==> config.mk <==
export PLATFORM = sky130hd
export DESIGN_NAME = pdc_power_ctrl
export DESIGN_NICKNAME = d
export VERILOG_FILES = /design/src/verilog/pdc_pkg.sv /design/src/verilog/pdc_prescaler.sv /design/src/verilog/pdc_power_ctrl.sv
export SDC_FILE = /design/constraint.sdc
export NUM_CORES = 1
export LEC_CHECK = 0
export ABC_AREA = 1
export ABC_CLOCK_PERIOD_IN_PS = 2300
export BUFFER_PORTS_ARGS = -buffer_cell sky130_fd_sc_hd__buf_2
export CAP_MARGIN = 15
export CORE_AREA = 4 4 94 104
export CTS_CLUSTER_SIZE = 28
export DETAILED_ROUTE_END_ITERATION = 10
export DIE_AREA = 0 0 98 108
export GPL_TIMING_DRIVEN = 0
export PLACE_DENSITY = 0.73
export SLEW_MARGIN = 20
export SYNTH_ARGS = -nofsm -noshare
export SYNTH_HDL_FRONTEND = slang
export SYNTH_SLANG_ARGS = --single-unit
==> constraint.sdc <==
create_clock -name ref_clk -period 2.3 [get_ports ref_clk]
set_input_delay 0.23 -clock ref_clk [delete_from_list [all_inputs] [get_ports ref_clk]]
set_output_delay 0.23 -clock ref_clk [all_outputs]
set_load 0.005 [all_outputs]
==> src/verilog/pdc_pkg.sv <==
// Shared constants and carrier types for the power-down clock controller
package pdc_pkg;

  localparam int PDC_ADDR_W = 18;
  // Register indices; byte address is four times the index
  localparam logic [15:0] PDC_SYSCTL_IDX = 16'hfff2;
  localparam logic [15:0] PDC_STATUS_IDX = 16'hfff3;
  localparam logic [PDC_ADDR_W-1:0] PDC_SYSCTL_ADDR = {PDC_SYSCTL_IDX, 2'h0};
  localparam logic [PDC_ADDR_W-1:0] PDC_STATUS_ADDR = {PDC_STATUS_IDX, 2'h0};

  localparam logic [7:0] PDC_SYSCTL_RST = 8'h0b;
  localparam int PDC_SOFT_STANDBY_SELECT_BIT = 7;
  localparam int PDC_STS_LSB = 4;
  localparam int PDC_STS_W = 3;
  localparam int PDC_RAM_ENABLE_BIT_BIT = 0;

  localparam int PDC_PRESC_STAGES = 12;
  localparam int PDC_SETTLE_W = 18;
  localparam int PDC_SETTLE_BASE = 8192;
  localparam logic [15:0] PDC_DUTY_MIN_KHZ = 16'h1388;

  typedef enum logic [2:0] {
    PDC_ST_RUN    = 3'b000,
    PDC_ST_SLEEP  = 3'b001,
    PDC_ST_SSTBY  = 3'b010,
    PDC_ST_SETTLE = 3'b011,
    PDC_ST_HSTBY  = 3'b100,
    PDC_ST_RESET  = 3'b101
  } pdc_state_t;

  typedef struct packed {
    logic psel;
    logic penable;
    logic pwrite;
    logic [PDC_ADDR_W-1:0] paddr;
    logic [31:0] pwdata;
  } pdc_apb_req_t;

  typedef struct packed {
    logic pready;
    logic pslverr;
    logic [31:0] prdata;
  } pdc_apb_rsp_t;

  typedef struct packed {
    logic clk_run;
    logic osc_run;
    logic cpu_halt;
    logic cpu_rst;
    logic dma_halt;
    logic dma_rst;
    logic refresh_halt;
    logic refresh_rst;
    logic refresh_cnt_clr;
    logic periph_halt;
    logic periph_rst;
    logic io_hiz;
  } pdc_gate_t;

endpackage : pdc_pkg

==> src/verilog/pdc_prescaler.sv <==
// Prescaler producing one-cycle ticks at phi/2 up to phi/4096
`timescale 1ns/10ps
`default_nettype none
module pdc_prescaler #(
  parameter int STAGES = pdc_pkg::PDC_PRESC_STAGES
) (
  input wire logic ref_clk, // system clock
  input wire logic nrst, // synchronous reset, active low
  input wire logic run, // clock running
  output logic [STAGES-1:0] tick // tick[i] pulses once per 2^(i+1) clocks
);
  import pdc_pkg::*;

  logic [STAGES-1:0] cnt_r;
  logic [STAGES-1:0] tick_r;

  // divide chain
  always_ff @(posedge ref_clk) begin
    if (!nrst || !run) begin
      cnt_r <= '0;
    end else begin
      cnt_r <= cnt_r + 1'b1;
    end
  end

  genvar gi;
  generate
    for (gi = 0; gi < STAGES; gi++) begin : g_tick
      always_ff @(posedge ref_clk) begin
        if (!nrst || !run) begin
          tick_r[gi] <= 1'b0;
        end else begin
          tick_r[gi] <= &cnt_r[gi:0];
        end
      end
    end
  endgenerate

  assign tick = tick_r;
endmodule : pdc_prescaler
`default_nettype wire

==> src/verilog/pdc_power_ctrl.sv <==
// Power-down mode sequencer with settling timer, prescaler and APB registers
// Overview of operation
// Prescaler gives phi/2 down to phi/4096
// Duty correction on at 5 MHz up
// Sleep instruction, select bit 0: sleep
// Sleep keeps clock, DMA, refresh, peripherals running
// Enabled interrupt ends sleep, starts handling; the code wakes sleep only on periph_irq or NMI, not on enabled external pins
// Masked: only non-maskable interrupt wakes sleep
// Reset low in sleep enters reset
// Standby pin low in sleep: hardware standby
// Select bit 1: stop clock, reset DMA, peripherals
// Refresh halts; counter and top bits reinitialised
// External interrupt exit waits programmed state count
// Wait field encodes 8192 to 131072 states
// Software picks wait of at least 8 ms
// Select bit stays set; software clears it
// Hardware standby halts, resets all, ports float
// Software clears RAM enable before standby pin
// Only enabled unmasked external interrupt ends standby; the code also wakes on NMI
// Standby pin rise under reset restarts oscillator
// Settling counter releases at expiry
// Standby pin low overrides every other mode
//
// The APB register port was chosen for this implementation.
`timescale 1ns/10ps
`default_nettype none
module pdc_power_ctrl #(
  parameter int SETTLE_BASE = pdc_pkg::PDC_SETTLE_BASE
) (
  input wire logic ref_clk, // system clock, 100 MHz
  input wire logic nrst, // synchronous reset, active low
  input wire pdc_pkg::pdc_apb_req_t apb_req, // APB request
  output pdc_pkg::pdc_apb_rsp_t apb_rsp, // APB response
  input wire logic sleep_exec, // CPU executed sleep instruction, pulse
  input wire logic cpu_int_mask, // CPU masks ordinary interrupts
  input wire logic nmi_req, // non-maskable interrupt request
  input wire logic periph_irq, // peripheral interrupt, already module-enabled
  input wire logic [2:0] ext_irq_req, // external interrupt pins, ext_irq_0 is bit 0
  input wire logic [2:0] ext_irq_en, // external interrupt enable bits
  input wire logic reset_in_n, // reset pin, active low
  input wire logic standby_pin_n, // standby pin, active low
  input wire logic [15:0] osc_khz, // oscillator rate in kHz
  output pdc_pkg::pdc_gate_t gate, // clock and reset gating to the chip
  output logic duty_adjust_en, // duty correction of oscillator on
  output logic int_exc_start, // start interrupt handling, pulse
  output logic reset_exc_start, // start reset handling, pulse
  output logic [pdc_pkg::PDC_PRESC_STAGES-1:0] presc_tick // prescaled ticks
);
  import pdc_pkg::*;

  pdc_state_t state_r, state_nxt;
  logic [7:0] sysctl_r;
  logic [PDC_SETTLE_W-1:0] settle_r, settle_nxt;
  pdc_gate_t gate_r, gate_nxt;
  pdc_apb_rsp_t rsp_r;
  logic duty_r, int_exc_r, reset_exc_r;
  logic sleep_wake, sstby_wake, acc, wr_en;

  // Waiting states for a wait select code; 11x is illegal and treated as 10x
  function automatic logic [PDC_SETTLE_W-1:0] settle_len(input logic [2:0] sel);
    logic [PDC_SETTLE_W-1:0] base;
    base = PDC_SETTLE_W'(SETTLE_BASE);
    unique case (sel)
      3'h0: settle_len = base;
      3'h1: settle_len = base << 1;
      3'h2: settle_len = base << 2;
      3'h3: settle_len = base << 3;
      default: settle_len = base << 4;
    endcase
  endfunction : settle_len

  // Gating for each mode
  function automatic pdc_gate_t gate_of(input pdc_state_t st);
    pdc_gate_t g;
    g = '0;
    g.clk_run = 1'b1;
    g.osc_run = 1'b1;
    unique case (st)
      PDC_ST_RUN: ;
      // only the CPU stops
      PDC_ST_SLEEP: g.cpu_halt = 1'b1;
      // refresh settings kept, counter cleared
      PDC_ST_SSTBY, PDC_ST_SETTLE: begin
        g.clk_run = (st == PDC_ST_SETTLE);
        g.osc_run = (st == PDC_ST_SETTLE);
        g.cpu_halt = 1'b1;
        g.dma_halt = 1'b1;
        g.dma_rst = 1'b1;
        g.refresh_halt = 1'b1;
        g.refresh_cnt_clr = 1'b1;
        g.periph_halt = 1'b1;
        g.periph_rst = 1'b1;
      end
      // everything reset, ports float
      PDC_ST_HSTBY: begin
        g = '1;
        g.clk_run = 1'b0;
        g.osc_run = 1'b0;
      end
      PDC_ST_RESET: begin
        g = '1;
        g.clk_run = 1'b1;
        g.io_hiz = 1'b0;
      end
      default: g = '1;
    endcase
    return g;
  endfunction : gate_of

  // sleep wake condition
  assign sleep_wake = nmi_req | (periph_irq & ~cpu_int_mask);
  // standby wake from enabled unmasked external pins or NMI
  assign sstby_wake = nmi_req | ((|(ext_irq_req & ext_irq_en)) & ~cpu_int_mask);

  always_comb begin
    state_nxt = state_r;
    settle_nxt = settle_r;
    if (!standby_pin_n) begin
      // standby pin wins
      state_nxt = PDC_ST_HSTBY;
    end else begin
      unique case (state_r)
        PDC_ST_RUN: begin
          if (!reset_in_n) begin
            state_nxt = PDC_ST_RESET;
          end else if (sleep_exec) begin
            // select bit picks mode
            state_nxt = sysctl_r[PDC_SOFT_STANDBY_SELECT_BIT] ? PDC_ST_SSTBY : PDC_ST_SLEEP;
          end
        end
        PDC_ST_SLEEP: begin
          // reset from sleep
          if (!reset_in_n) begin
            state_nxt = PDC_ST_RESET;
          end else if (sleep_wake) begin
            state_nxt = PDC_ST_RUN;
          end
        end
        PDC_ST_SSTBY: begin
          if (!reset_in_n) begin
            state_nxt = PDC_ST_RESET;
          end else if (sstby_wake) begin
            // load settling count
            state_nxt = PDC_ST_SETTLE;
            settle_nxt = settle_len(sysctl_r[PDC_STS_LSB +: PDC_STS_W]) - 1'b1;
          end
        end
        PDC_ST_SETTLE: begin
          // count states, release at expiry
          if (!reset_in_n) begin
            state_nxt = PDC_ST_RESET;
          end else if (settle_r == '0) begin
            state_nxt = PDC_ST_RUN;
          end else begin
            settle_nxt = settle_r - 1'b1;
          end
        end
        PDC_ST_HSTBY: begin
          // pin high under reset restarts oscillator
          state_nxt = reset_in_n ? PDC_ST_RUN : PDC_ST_RESET;
        end
        PDC_ST_RESET: begin
          if (reset_in_n) begin
            state_nxt = PDC_ST_RUN;
          end
        end
        default: state_nxt = PDC_ST_RESET;
      endcase
    end
  end

  always_ff @(posedge ref_clk) begin
    if (!nrst) begin
      state_r <= PDC_ST_RESET;
      settle_r <= '0;
    end else begin
      state_r <= state_nxt;
      settle_r <= settle_nxt;
    end
  end

  // Gating is registered from the next state so it lines up with state_r
  assign gate_nxt = gate_of(state_nxt);
  always_ff @(posedge ref_clk) begin
    if (!nrst) begin
      gate_r <= gate_of(PDC_ST_RESET);
    end else begin
      gate_r <= gate_nxt;
    end
  end

  always_ff @(posedge ref_clk) begin
    if (!nrst) begin
      int_exc_r <= 1'b0;
      reset_exc_r <= 1'b0;
    end else begin
      // handling starts on wake
      int_exc_r <= standby_pin_n && reset_in_n && state_nxt == PDC_ST_RUN &&
                   (state_r == PDC_ST_SLEEP || state_r == PDC_ST_SETTLE);
      reset_exc_r <= state_r == PDC_ST_RESET && state_nxt == PDC_ST_RUN;
    end
  end

  // duty correction threshold
  always_ff @(posedge ref_clk) begin
    if (!nrst) begin
      duty_r <= 1'b0;
    end else begin
      duty_r <= osc_khz >= PDC_DUTY_MIN_KHZ;
    end
  end

  // APB slave: access phase lasts two cycles, pready on the second
  assign acc = apb_req.psel && apb_req.penable;
  assign wr_en = acc && rsp_r.pready && apb_req.pwrite &&
                 apb_req.paddr == PDC_SYSCTL_ADDR;

  always_ff @(posedge ref_clk) begin
    if (!nrst) begin
      rsp_r <= '0;
    end else begin
      rsp_r.pready <= acc && !rsp_r.pready;
      rsp_r.pslverr <= acc && !rsp_r.pready &&
                       apb_req.paddr != PDC_SYSCTL_ADDR && apb_req.paddr != PDC_STATUS_ADDR;
      rsp_r.prdata <= '0;
      if (acc && !rsp_r.pready && !apb_req.pwrite) begin
        if (apb_req.paddr == PDC_SYSCTL_ADDR) begin
          rsp_r.prdata <= {24'h0, sysctl_r};
        end else if (apb_req.paddr == PDC_STATUS_ADDR) begin
          rsp_r.prdata <= {8'h0, settle_r[15:0], 1'b0, settle_r[17:16], 2'h0, state_r};
        end
      end
    end
  end

  // select bit changes only by software write, reset or hardware standby
  always_ff @(posedge ref_clk) begin
    if (!nrst || state_r == PDC_ST_HSTBY) begin
      sysctl_r <= PDC_SYSCTL_RST;
    end else if (wr_en) begin
      sysctl_r <= apb_req.pwdata[7:0];
    end
  end

  pdc_prescaler #(
    .STAGES(PDC_PRESC_STAGES)
  ) u_presc (
    .ref_clk(ref_clk),
    .nrst(nrst),
    .run(gate_r.clk_run),
    .tick(presc_tick)
  );

  assign apb_rsp = rsp_r;
  assign gate = gate_r;
  assign duty_adjust_en = duty_r;
  assign int_exc_start = int_exc_r;
  assign reset_exc_start = reset_exc_r;
endmodule : pdc_power_ctrl
`default_nettype wire

==> reports/results.tsv <==
stage	metric	value	unit
logic_synthesis	yosysWarnings	0	
cts	tritoncts	yes	
cts	htree_num_levels	3	
pwr	p_leak	2.36	nW
global_route	grt_max_degree	15	
outcome	run_status	completed	
layout	diodes	0	
floorplanning	core	8780	um2
cts	hold_buffers	0	
logic_synthesis	synth_ff_type	dfxtp_1	
sta	skew	0.00830	ns
sta	fin_crit_sh	88.1	%
cts	postCtsSetupRepairBufs	0	
critical_path	worst_setup_path_start_kind	register	
route	wl_per_cell	11.6	um
layout	areaGrowthSynthToFinish	25.5	%
logic_synthesis	synthMostInstantiatedCell	nor2_1	
sta	maxSlewViolCount	0	
global_route	grt_pass1_wl	15.3	mm
cts	cts_resized	0	
layout	fin_cells	774	
global_route	grt_use_total	17.7	%
placement	port_buffers	108	
sta	worstMarginPinSlew	0.552	ns
logic_synthesis	synth.avg_cell_area	7.25	um2
layout	layout.nets	743	
critical_path	cp-end-kind	register	
sta	rsz0062_at_grt	no	
critical_path	cp_max_fo	10	
logic_synthesis	ys_seq_area_share	45.4	%
sta	finalSetupTns	0	ns
floorplanning	start_util	43.7	%
layout	postLayoutCellArea	4820	um2
logic_synthesis	synth_top_area_share	45.4	%
cts	clockBufferDepth	2	
route	vias	3686	
route	ant_nets	0	
pwr	peakVddDrop	0.289	mV
cts	cts_sinks	87	
layout	drive_gt1_share	24.8	%
floorplanning	dieArea	10600	um2
pwr	pwr_density_cell	638	nW/um2
cts	root_buffer	clkbuf_8	
sta	period_needed	2.03	ns
logic_synthesis	synth_top_area_cell	dfxtp_1	
logic_synthesis	synthDistinctLibCells	34	
route	drcViolationCount	0	
placement	dpl_cell_area	4550	um2
logic_synthesis	mappedNetlistArea	3840	um2
cts	clkLatencyLatePin	0.36	ns
sta	fmax	0.494	GHz
global_route	gr-total-overflow	0	
logic_synthesis	synth_common_cells	nor2_1 (95), nand2_1 (89), dfxtp_1 (87)	
cts	numCtsBuffers	9	
sta	relSlewSlack	63.2	%
flow_run	max_cap_violations	0	
logic_synthesis	synth_seq_cells	87	
sta	hold_violations	0	
route	drt_iter0_drc	157	
sta	setup_viol	0	
global_route	grt_pass1_vias	3475	
logic_synthesis	synth_area_leaders	dfxtp_1 (45%), nor2_1 (9.3%), nand2_1 (8.7%)	
critical_path	critical_path_class	register to register	
critical_path	required	2.55	ns
critical_path	cp.arrival	2.28	ns
floorplanning	fp.dieH	108	um
logic_synthesis	ys_async_sr_fraction	0	%
cts	clk_pin_slew	0.08	ns
placement	hpwl	6.90	mm
logic_synthesis	synth_edf_count	0	
route	wl	8.97	mm
global_route	antenna_found_initial	0	
hold_path	hold_class	input pin to register	
floorplanning	die_w	98	um
floorplanning	row_count	36	
placement	gp_congestion	0.913	
placement	dp.cells	758	
route	firstDrtPassIters	4	
logic_synthesis	syn_inst	529	
route	vias_per_cell	4.76	
floorplanning	io_pins	144	
==> cells in the final DEF, fill, tap and decap left out, types with 8 or more instances in the layout <==
cell / synthesis / layout
xor2_1: 8 / 8
inv_1: 75 / 75
dfxtp_1: 87 / 87
nand3_1: 35 / 35
buf_4: 18 / 18
nand2_1: 89 / 89
buf_2: 5 / 113
nor2_1: 95 / 95
a21oi_1: 32 / 32
o21ai_0: 31 / 31
conb_1: 1 / 8
clkbuf_8: 0 / 10
==> stage by stage <==
step	utilization [%]	power [mW]	setup WS (ns)	hold slack [ns]
after CTS	54.8	3.10	0.303	0.0678
after global placement	51.8	1.72	0.309	0.424
after global routing	54.8	3.19	0.103	0.0893
after floorplan	-	1.64	0.617	0.302
after detailed placement	51.8	1.72	0.310	0.439
final	54.8	3.07	0.275	0.0857
==> final cells by class <==
class	count	area [um2]
clock buffers	11	141
clock inverters	5	129
inverters	78	295
flip-flops and latches	87	1740
well taps	114	143
multi-input cells	345	1650
plain buffers	26	179
repair buffers	108	541
fillers	827	3970
==> critical path, stage by stage, from the launching register on <==
cell and delay [ns]:
dfxtp_1 0.42, inv_2 0.09, nand3_4 0.15, inv_4 0.09, buf_6 0.16, nand2_1 0.08, ha_1 0.19, nand2_1 0.18
nor2_2 0.22, nand3_1 0.11, nand2_1 0.07, nand2_1 0.05, nor2_1 0.08, nor2_1 0.05
==> registers in the layout, summed over array words and instances (netlist names) <==
| signal | flops |
|---|---|
| apb_rsp | 26 |
| settle_r | 18 |
| u_presc.cnt_r | 12 |
| u_presc.tick | 12 |
| sysctl_r | 8 |
| gate | 5 |
| state_r | 3 |
| duty_adjust_en | 1 |
| int_exc_start | 1 |
| reset_exc_start | 1 |
==> path summary, 6_finish.rpt <==
| check | from | endpoint | slack [ns] | depth (start not counted) |
|---|---|---|---|---|
| hold reg to reg | sysctl_r[3] | apb_rsp[3] | 0.45 | 2 |
| setup reg to reg | state_r[2] | settle_r[14] | 0.27 | 13 |
| setup / recovery | state_r[2] | settle_r[14] | 0.27 | 13 |
| hold / removal | standby_pin_n | gate[0] | 0.09 | 2 |
==> report_power, final <==
group          internal, mW  total [mW]  switching, mW
Combinational        0.0785       0.156         0.0771
Sequential             1.52        1.53         0.0105
Clock                 0.863        1.39          0.525
==> routing by layer <==
layer	wire, um	part of all wire, %	GRT usage (%)	vias up
li1	-	-	-	1900
met1	3760	42	20.8	1651
met2	4490	50	30.5	119
met3	533	5.9	3.94	16
met4	192	2.1	8.61	0
met5	0	0	0	-
==> kinds of logic after synthesis <==
group | after synthesis | share of synthesized area, %
xor+xnor | 8 | 1.83
simple gates | 244 | 27.3
compound gates | 80 | 11.4
buf+inv | 104 | 12.4
other cells | 1 | 0.0977
flops | 87 | 45.4
fa+ha+maj | 5 | 1.63
Power figures use the tool's default switching activity.
